[config.mk]
export PLATFORM = sky130hd
export DESIGN_NAME = esm_top
export DESIGN_NICKNAME = d
export VERILOG_FILES = /design/src/esm_smul.v /design/src/esm_stage.v /design/src/esm_top.v
export VERILOG_INCLUDE_DIRS = /design/src
export SDC_FILE = /design/constraint.sdc
export NUM_CORES = 2
export LEC_CHECK = 0
export ABC_AREA = 1
export BUFFER_PORTS_ARGS = -buffer_cell sky130_fd_sc_hd__buf_2
export CORE_ASPECT_RATIO = 0.7
export CORE_MARGIN = 2
export CORE_UTILIZATION = 45
export DETAILED_ROUTE_END_ITERATION = 7
export SLEW_MARGIN = 20
export SYNTH_ARGS = -nofsm -noshare
export SYNTH_HDL_FRONTEND = slang
export SYNTH_SLANG_ARGS = --single-unit
[constraint.sdc]
create_clock -name mclk -period 10.9 [get_ports mclk]
set_input_delay 2.18 -clock mclk [delete_from_list [all_inputs] [get_ports mclk]]
set_output_delay 2.18 -clock mclk [all_outputs]
set_load 0.1 [all_outputs]
[src/esm_map.vh]
// Register map, field positions and reset values of the multiplier block
`ifndef ESM_MAP_VH
`define ESM_MAP_VH

`define ESM_ADR_CTRL      5'h00
`define ESM_ADR_STATUS    5'h04
`define ESM_ADR_PROD_LO   5'h08
`define ESM_ADR_PROD_HI   5'h0c
`define ESM_ADR_OPA       5'h10
`define ESM_ADR_OPB       5'h14
`define ESM_ADR_COUNT     5'h18

`define ESM_CTRL_W        7
`define ESM_CTRL_DUAL     0
`define ESM_CTRL_INREG    1
`define ESM_CTRL_OUTREG   2
`define ESM_CTRL_SIGNUSE  3
`define ESM_CTRL_SWSRC    4
`define ESM_CTRL_SWSA     5
`define ESM_CTRL_SWSB     6
`define ESM_CTRL_RST      7'h00

`define ESM_ST_CAPT       0
`define ESM_ST_SIGNED     1
`define ESM_ST_DUAL       2

`define ESM_OPD_W         18
`define ESM_HALF_W        9
`define ESM_PROD_W        36
`define ESM_SEC_W         18
`define ESM_OPD_RST       18'h00000
`define ESM_COUNT_RST     16'h0000

`endif

[src/esm_smul.v]
// Multiplier core with per-operand signed or unsigned interpretation
`timescale 1ns/10ps
module esm_smul #(
	parameter W = 9
) (
	input  wire [W-1:0]   a,
	input  wire [W-1:0]   b,
	input  wire           sa,
	input  wire           sb,
	output wire [2*W-1:0] p
);
	// One extra bit per operand lets one signed product cover all four
	// sign mixes; the top two bits are always redundant
	wire signed [W:0]     ax;
	wire signed [W:0]     bx;
	wire signed [2*W+1:0] full;

	assign ax   = {sa & a[W-1], a};
	assign bx   = {sb & b[W-1], b};
	assign full = ax * bx;
	assign p    = full[2*W-1:0];
endmodule

[src/esm_stage.v]
// Optional pipeline register with shared clock, enable and async clear
`timescale 1ns/10ps
module esm_stage #(
	parameter W = 18
) (
	input  wire         mclk,
	input  wire         rst,
	input  wire         aclr,
	input  wire         ena,
	input  wire         bypass,
	input  wire [W-1:0] d,
	output wire [W-1:0] q
);
	reg [W-1:0] held;

	always @(posedge mclk or posedge aclr)
	begin
		if (aclr)
			held <= {W{1'b0}}; // RL12
		else if (rst)
			held <= {W{1'b0}};
		else if (ena)
			held <= d; // RL9
	end

	// Bypassed stage passes data straight through
	assign q = bypass ? d : held; // RL13
endmodule

[src/esm_top.v]
// Embedded signed multiplier: datapath, register stages and Avalon slave
//
// Contract
// RL1: Product signed if either operand is signed
// RL2: One sign input each; high means signed
// RL3: Dual mode shares sign inputs across halves
// RL4: Sign inputs may change at run time
// RL5: Sign inputs optionally pass input register
// RL6: Full-precision product for every sign mix
// RL7: Unused sign inputs default to unsigned
// RL8: Output registers in 18-bit sections per mode
// RL9: Output registers have clock, enable, clear
// RL10: All stages share clock, enable, clear
// RL11: Modes: one 18x18 or two 9x9
// RL12: Async clear zeroes all stage registers
// RL13: Disabled register holds; bypass is combinational
`timescale 1ns/10ps
`include "esm_map.vh"
module esm_top (
	input  wire        mclk,
	input  wire        rst,
	input  wire        aclr,
	input  wire        ena,
	input  wire [17:0] data_a,
	input  wire [17:0] data_b,
	input  wire        sign_a,
	input  wire        sign_b,
	output wire [35:0] result,
	output wire        result_signed,
	input  wire [4:0]  avs_address,
	input  wire        avs_read,
	input  wire        avs_write,
	input  wire [31:0] avs_writedata,
	input  wire [3:0]  avs_byteenable,
	output reg  [31:0] avs_readdata,
	output wire        avs_waitrequest
);
	// Merge write data into a register under the byte enables
	function [31:0] be_merge;
		input [31:0] old;
		input [31:0] wd;
		input [3:0]  be;
		integer      i;
		begin
			be_merge = old;
			for (i = 0; i < 4; i = i + 1)
			begin
				if (be[i])
					be_merge[i*8 +: 8] = wd[i*8 +: 8];
			end
		end
	endfunction

	reg  [`ESM_CTRL_W-1:0] ctrl;
	reg  [17:0]            opa;
	reg  [17:0]            opb;
	reg                    capt;
	reg  [15:0]            load_count;
	reg  [3:0]             hi_shadow;
	reg                    ack;

	wire        bus_req;
	wire        wr_take;
	wire        rd_take;
	wire [31:0] ctrl_word;
	wire [31:0] opa_word;
	wire [31:0] opb_word;
	wire [31:0] ctrl_merged;
	wire [31:0] opa_merged;
	wire [31:0] opb_merged;

	wire        mode_dual;
	wire        in_bypass;
	wire        out_bypass;
	wire        sign_use;
	wire        sw_src;

	wire [17:0] src_a;
	wire [17:0] src_b;
	wire        src_sa;
	wire        src_sb;
	wire        eff_sa;
	wire        eff_sb;

	wire [37:0] in_d;
	wire [37:0] in_q;
	wire [17:0] op_a;
	wire [17:0] op_b;
	wire        op_sa;
	wire        op_sb;

	wire [35:0] p_full;
	wire [17:0] p_lo9;
	wire [17:0] p_hi9;
	wire [35:0] prod;
	wire        prod_signed;

	wire [17:0] sec_lo_q;
	wire [18:0] sec_hi_q;
	wire        out_load;

	assign mode_dual  = ctrl[`ESM_CTRL_DUAL]; // RL11
	assign in_bypass  = ~ctrl[`ESM_CTRL_INREG];
	assign out_bypass = ~ctrl[`ESM_CTRL_OUTREG];
	assign sign_use   = ctrl[`ESM_CTRL_SIGNUSE];
	assign sw_src     = ctrl[`ESM_CTRL_SWSRC];

	// Operand source: user logic pins, or software operand registers
	assign src_a  = sw_src ? opa : data_a;
	assign src_b  = sw_src ? opb : data_b;
	assign src_sa = sw_src ? ctrl[`ESM_CTRL_SWSA] : sign_a; // RL2
	assign src_sb = sw_src ? ctrl[`ESM_CTRL_SWSB] : sign_b; // RL2

	// With sign inputs unused both operands read as unsigned
	assign eff_sa = src_sa & sign_use; // RL7
	assign eff_sb = src_sb & sign_use; // RL7

	// Signs travel with the operands so a change lines up with its data
	assign in_d = {eff_sa, eff_sb, src_a, src_b}; // RL5

	esm_stage #(
		.W (38)
	) u_in_stage (
		.mclk   (mclk),
		.rst    (rst),
		.aclr   (aclr),
		.ena    (ena),
		.bypass (in_bypass),
		.d      (in_d),
		.q      (in_q)
	); // RL10

	assign op_sa = in_q[37];
	assign op_sb = in_q[36];
	assign op_a  = in_q[35:18];
	assign op_b  = in_q[17:0];

	// Signs are sampled per product, so run-time changes need no reload
	esm_smul #(
		.W (`ESM_OPD_W)
	) u_mul_full (
		.a  (op_a),
		.b  (op_b),
		.sa (op_sa),
		.sb (op_sb),
		.p  (p_full)
	); // RL4 RL6

	esm_smul #(
		.W (`ESM_HALF_W)
	) u_mul_lo (
		.a  (op_a[8:0]),
		.b  (op_b[8:0]),
		.sa (op_sa),
		.sb (op_sb),
		.p  (p_lo9)
	); // RL3

	esm_smul #(
		.W (`ESM_HALF_W)
	) u_mul_hi (
		.a  (op_a[17:9]),
		.b  (op_b[17:9]),
		.sa (op_sa),
		.sb (op_sb),
		.p  (p_hi9)
	); // RL3

	assign prod        = mode_dual ? {p_hi9, p_lo9} : p_full; // RL11
	assign prod_signed = op_sa | op_sb; // RL1

	// Low section holds the low half of a wide product or one 9x9 result
	esm_stage #(
		.W (`ESM_SEC_W)
	) u_sec_lo (
		.mclk   (mclk),
		.rst    (rst),
		.aclr   (aclr),
		.ena    (ena),
		.bypass (out_bypass),
		.d      (prod[17:0]),
		.q      (sec_lo_q)
	); // RL8 RL10

	esm_stage #(
		.W (`ESM_SEC_W + 1)
	) u_sec_hi (
		.mclk   (mclk),
		.rst    (rst),
		.aclr   (aclr),
		.ena    (ena),
		.bypass (out_bypass),
		.d      ({prod_signed, prod[35:18]}),
		.q      (sec_hi_q)
	); // RL8 RL10

	assign result        = {sec_hi_q[17:0], sec_lo_q};
	assign result_signed = sec_hi_q[18];
	assign out_load      = ena & ~out_bypass & ~aclr;

	// Avalon slave: every access waits exactly one cycle
	assign bus_req         = avs_read | avs_write;
	assign avs_waitrequest = bus_req & ~ack;
	assign wr_take         = avs_write & ack;
	assign rd_take         = avs_read & ~ack;

	assign ctrl_word = {{(32-`ESM_CTRL_W){1'b0}}, ctrl};
	assign opa_word  = {14'h0000, opa};
	assign opb_word  = {14'h0000, opb};

	// Only implemented bits are kept, so reserved bits always read 0
	assign ctrl_merged = be_merge(ctrl_word, avs_writedata, avs_byteenable);
	assign opa_merged  = be_merge(opa_word, avs_writedata, avs_byteenable);
	assign opb_merged  = be_merge(opb_word, avs_writedata, avs_byteenable);

	always @(posedge mclk)
	begin
		if (rst)
			ack <= 1'b0;
		else
			ack <= bus_req & ~ack;
	end

	always @(posedge mclk)
	begin
		if (rst)
		begin
			ctrl <= `ESM_CTRL_RST;
			opa  <= `ESM_OPD_RST;
			opb  <= `ESM_OPD_RST;
		end
		else if (wr_take)
		begin
			case (avs_address)
				`ESM_ADR_CTRL:
				begin
					ctrl <= ctrl_merged[`ESM_CTRL_W-1:0];
				end
				`ESM_ADR_OPA:
				begin
					opa <= opa_merged[17:0];
				end
				`ESM_ADR_OPB:
				begin
					opb <= opb_merged[17:0];
				end
				default:
				begin
					ctrl <= ctrl;
				end
			endcase
		end
	end

	// Capture flag: a load in the same cycle as the clear keeps it set
	always @(posedge mclk)
	begin
		if (rst)
			capt <= 1'b0;
		else if (out_load)
			capt <= 1'b1;
		else if (wr_take && avs_address == `ESM_ADR_STATUS &&
			avs_byteenable[0] && avs_writedata[`ESM_ST_CAPT])
			capt <= 1'b0;
	end

	// Load counter wraps; a write of any value clears it, load wins
	always @(posedge mclk)
	begin
		if (rst)
			load_count <= `ESM_COUNT_RST;
		else if (out_load)
			load_count <= load_count + 16'h0001;
		else if (wr_take && avs_address == `ESM_ADR_COUNT)
			load_count <= `ESM_COUNT_RST;
	end

	// Reading the low word freezes the high bits so a pair never tears
	always @(posedge mclk)
	begin
		if (rst)
			hi_shadow <= 4'h0;
		else if (rd_take && avs_address == `ESM_ADR_PROD_LO)
			hi_shadow <= result[35:32];
	end

	always @(posedge mclk)
	begin
		if (rst)
			avs_readdata <= 32'h00000000;
		else if (rd_take)
		begin
			case (avs_address)
				`ESM_ADR_CTRL:
					avs_readdata <= ctrl_word;
				`ESM_ADR_STATUS:
					avs_readdata <= {29'h00000000, mode_dual,
						result_signed, capt};
				`ESM_ADR_PROD_LO:
					avs_readdata <= result[31:0];
				`ESM_ADR_PROD_HI:
					avs_readdata <= {28'h0000000, hi_shadow};
				`ESM_ADR_OPA:
					avs_readdata <= opa_word;
				`ESM_ADR_OPB:
					avs_readdata <= opb_word;
				`ESM_ADR_COUNT:
					avs_readdata <= {16'h0000, load_count};
				default:
					avs_readdata <= 32'h00000000;
			endcase
		end
	end
endmodule

==> results.txt <==
Status -> complete, but fails checks
Violated checks -> negative setup slack
Commonest non-fill, non-tap cells in the layout -> inv_1 (702), nand2_1 (601), buf_4 (436)
Ratio of cells with drive above 1 in the final layout -> 0.2650
1st-pass router iterations -> 5
Max-slew violation count -> 0
Nets@finish -> 4601
Post-synth EDFFs -> 0
Syn Area/Cell -> 7.807 um2
Worst-Margin Slew -> 1.089 ns
Detail Route Antenna Nets -> 0
Worst Clk Skew -> 0.008906 ns
Hold Slack -> 0.4633 ns
CP most frequent cell -> nand2_2
Antenna violations before repair -> 0
CP Data Required Time -> 8.72 ns
Multi-input gate area -> 0.02050 mm2
Crit path max-delay family -> adder cells
Mapped cell area -> 0.02618 mm2
Clock Latency Late Sink -> 0.45 ns
Drt drc -> 0
Crit end category -> primary output
Post-synth top area share -> 0.3442
I/O pin count -> 155
CTS tree -> done
Vias -> 23910
Clk sinks -> 172
Die Y -> 205.8 um
H-tree Lvls -> 4
Maximum clock rate -> 0.09093 GHz
Net Count, Synth -> 4073
Maximum fanout along the worst path -> 6
Yosys reg bits -> 172
Register area -> 0.003821 mm2
RSZ-0062 raised after global routing -> yes
Slew HR -> 0.2743
Synth area leader -> fa_1
Type of the worst setup path -> in2out
CP Launch Type -> input pin
Area contributors post-synth -> fa_1 (34%), inv_1 (11%), nand2_1 (9.6%), ha_1 (8.8%), dfxtp_1 (7.4%)
Drt total wl -> 93810 um
Sequential element share of the synthesized area -> 0.1459
IO Port Bufs -> 139
Total track usage -> 0.3195
Tightest Hold Check Type -> reg2reg
Critical path's slowest cell -> fa_2
Hold-fix buffers at CTS -> 0
Detailed Route Iter0 Violations -> 2365
Commonest non-fill, non-tap cell in the layout -> inv_1
Largest net degree at the start of global routing -> 61
Routed vias/inst -> 5.149
First-pass GRT wire length -> 143000 um
Drt wl/cell -> 20.20 um
Number of setup violations in the final report -> 5
Diode count -> 0
Buf/Inv on CP -> 8
Clock slew at reported path FFs -> 0.07 ns
Final WS setup -> -0.09774 ns
Async SR Flop Fraction -> 0.4360
Die width -> 292.3 um
Starting Density -> 0.4578
Die footprint -> 0.06015 mm2
Filler cells -> 5284
CORE AREA -> 0.05718 mm2
Max cap viols -> 0
CTS root buf -> clkbuf_16
Fin crit period -> 11.00 ns
Num rows -> 73
Congestion Overflow GR -> 0
Critical path arrival -> 8.82 ns
Post-layout util -> 0.5909
Synth Instances -> 3353
CP peak stage delay -> 0.59 ns
Area Overhead vs Synth -> 29.07%
Top_reg_cell synth -> dfxtp_1
DP Wirelength -> 79190 um
Number of global-route vias before repair -> 23360
Final Cycle Share -> 1.009
Longest Clk Path Bufs -> 2
GP Congestion -> 1.011
Total CTS buffers -> 17
Synth Warn # -> 0
Final Hold Vio Count -> 0
Yosys cell types -> 61
synthesized netlist by cell type, types with 20 or more instances:
library cell and number:
ha_1 185, clkbuf_1 83, fa_1 450, dfrtp_1 75
nor2_1 306, inv_1 761, xor2_1 20, a21oi_1 160
o22ai_1 21, dfxtp_1 97, nand3_1 63, nand2_1 672
o21ai_0 231
layer usage:
metal / track usage / share of wire / vias up
met5: 0.02439 / 0.0021 / -
met4: 0.02216 / 0.0073 / 2
met3: 0.1254 / 0.14 / 55
met2: 0.4146 / 0.38 / 1018
met1: 0.5052 / 0.47 / 11600
li1: - / - / 11240
sequential cells by signal (all words and copies together) (netlist names):
name / cells
u_sec_hi.held: 19
ctrl: 7
u_in_stage.held: 38
opb: 18
ack: 1
capt: 1
hi_shadow: 4
avs_readdata: 32
u_sec_lo.held: 18
load_count: 16
opa: 18
kinds of logic after synthesis:
logic type,synth area share
compound gates,0.1081
xor+xnor,0.01305
fa+ha+maj,0.4326
buf+inv,0.1294
flops,0.1459
simple gates,0.1710
worst paths after layout:
| path | from | end | slack, ns | cells after the start |
|---|---|---|---|---|
| setup / recovery | data_b[17] | result[32] | -0.1 | 34 |
| setup reg to reg | ctrl[4]$_SDFFE_PP0P_ | avs_readdata[13]$_SDFFE_PP0P_ | 2.82 | 33 |
| hold reg to reg | avs_readdata[16]$_SDFFE_PP0P_ | avs_readdata[16]$_SDFFE_PP0P_ | 0.46 | 2 |
| max in group asynchronous | aclr | u_in_stage.held[21]$_DFFE_PP0P_ | 8.12 | 3 |
| min in group asynchronous | aclr | u_sec_lo.held[17]$_DFFE_PP0P_ | 1.81 | 2 |
| hold / removal | avs_readdata[16]$_SDFFE_PP0P_ | avs_readdata[16]$_SDFFE_PP0P_ | 0.46 | 2 |
area by class of cell:
cell class	count	area share
clock inverter	14	0.003518
multi-input combinational	2292	0.6067
clock buffer	18	0.01300
timing repair buffer	614	0.1465
sequential	172	0.1131
inverter	784	0.08933
tap	750	0.02778
per-stage QoR:
stage / std cells / setup WS, ns / area (um2) / setup TNS, ns
after global placement: 4563 / -0.8182 / 31130 / -9.605
after detailed placement: 4563 / -0.8514 / 31130 / -9.526
after global routing: 4644 / -0.2764 / 33780 / -3.339
final: 4644 / -0.09774 / 33780 / -0.2567
after floorplan: 3353 / -0.5959 / 26270 / -0.5959
after CTS: 4619 / -0.08675 / 32910 / -0.2680
timing repair:
item | CTS | global route
gates cloned | 0 | 0
setup endpoints to repair | 25 | 24
resized for setup | 297 | 184
setup buffers | 26 | 29
pin swaps | 109 | 131
worst reg2reg max path: cells and delay by family (launching register included):
kind / cells / cell delay, ns
AND/OR/NAND/NOR: 8 / 1.77
buffers and inverters: 10 / 1.42
flip-flops: 1 / 0.35
AO/OA/AOI/OAI: 7 / 0.83
adder cells (fa/ha/maj): 8 / 3.54
Power is left out: the tool's default activity adds up to more than one toggle a clock period on the data nets, which glitch-free logic cannot reach.
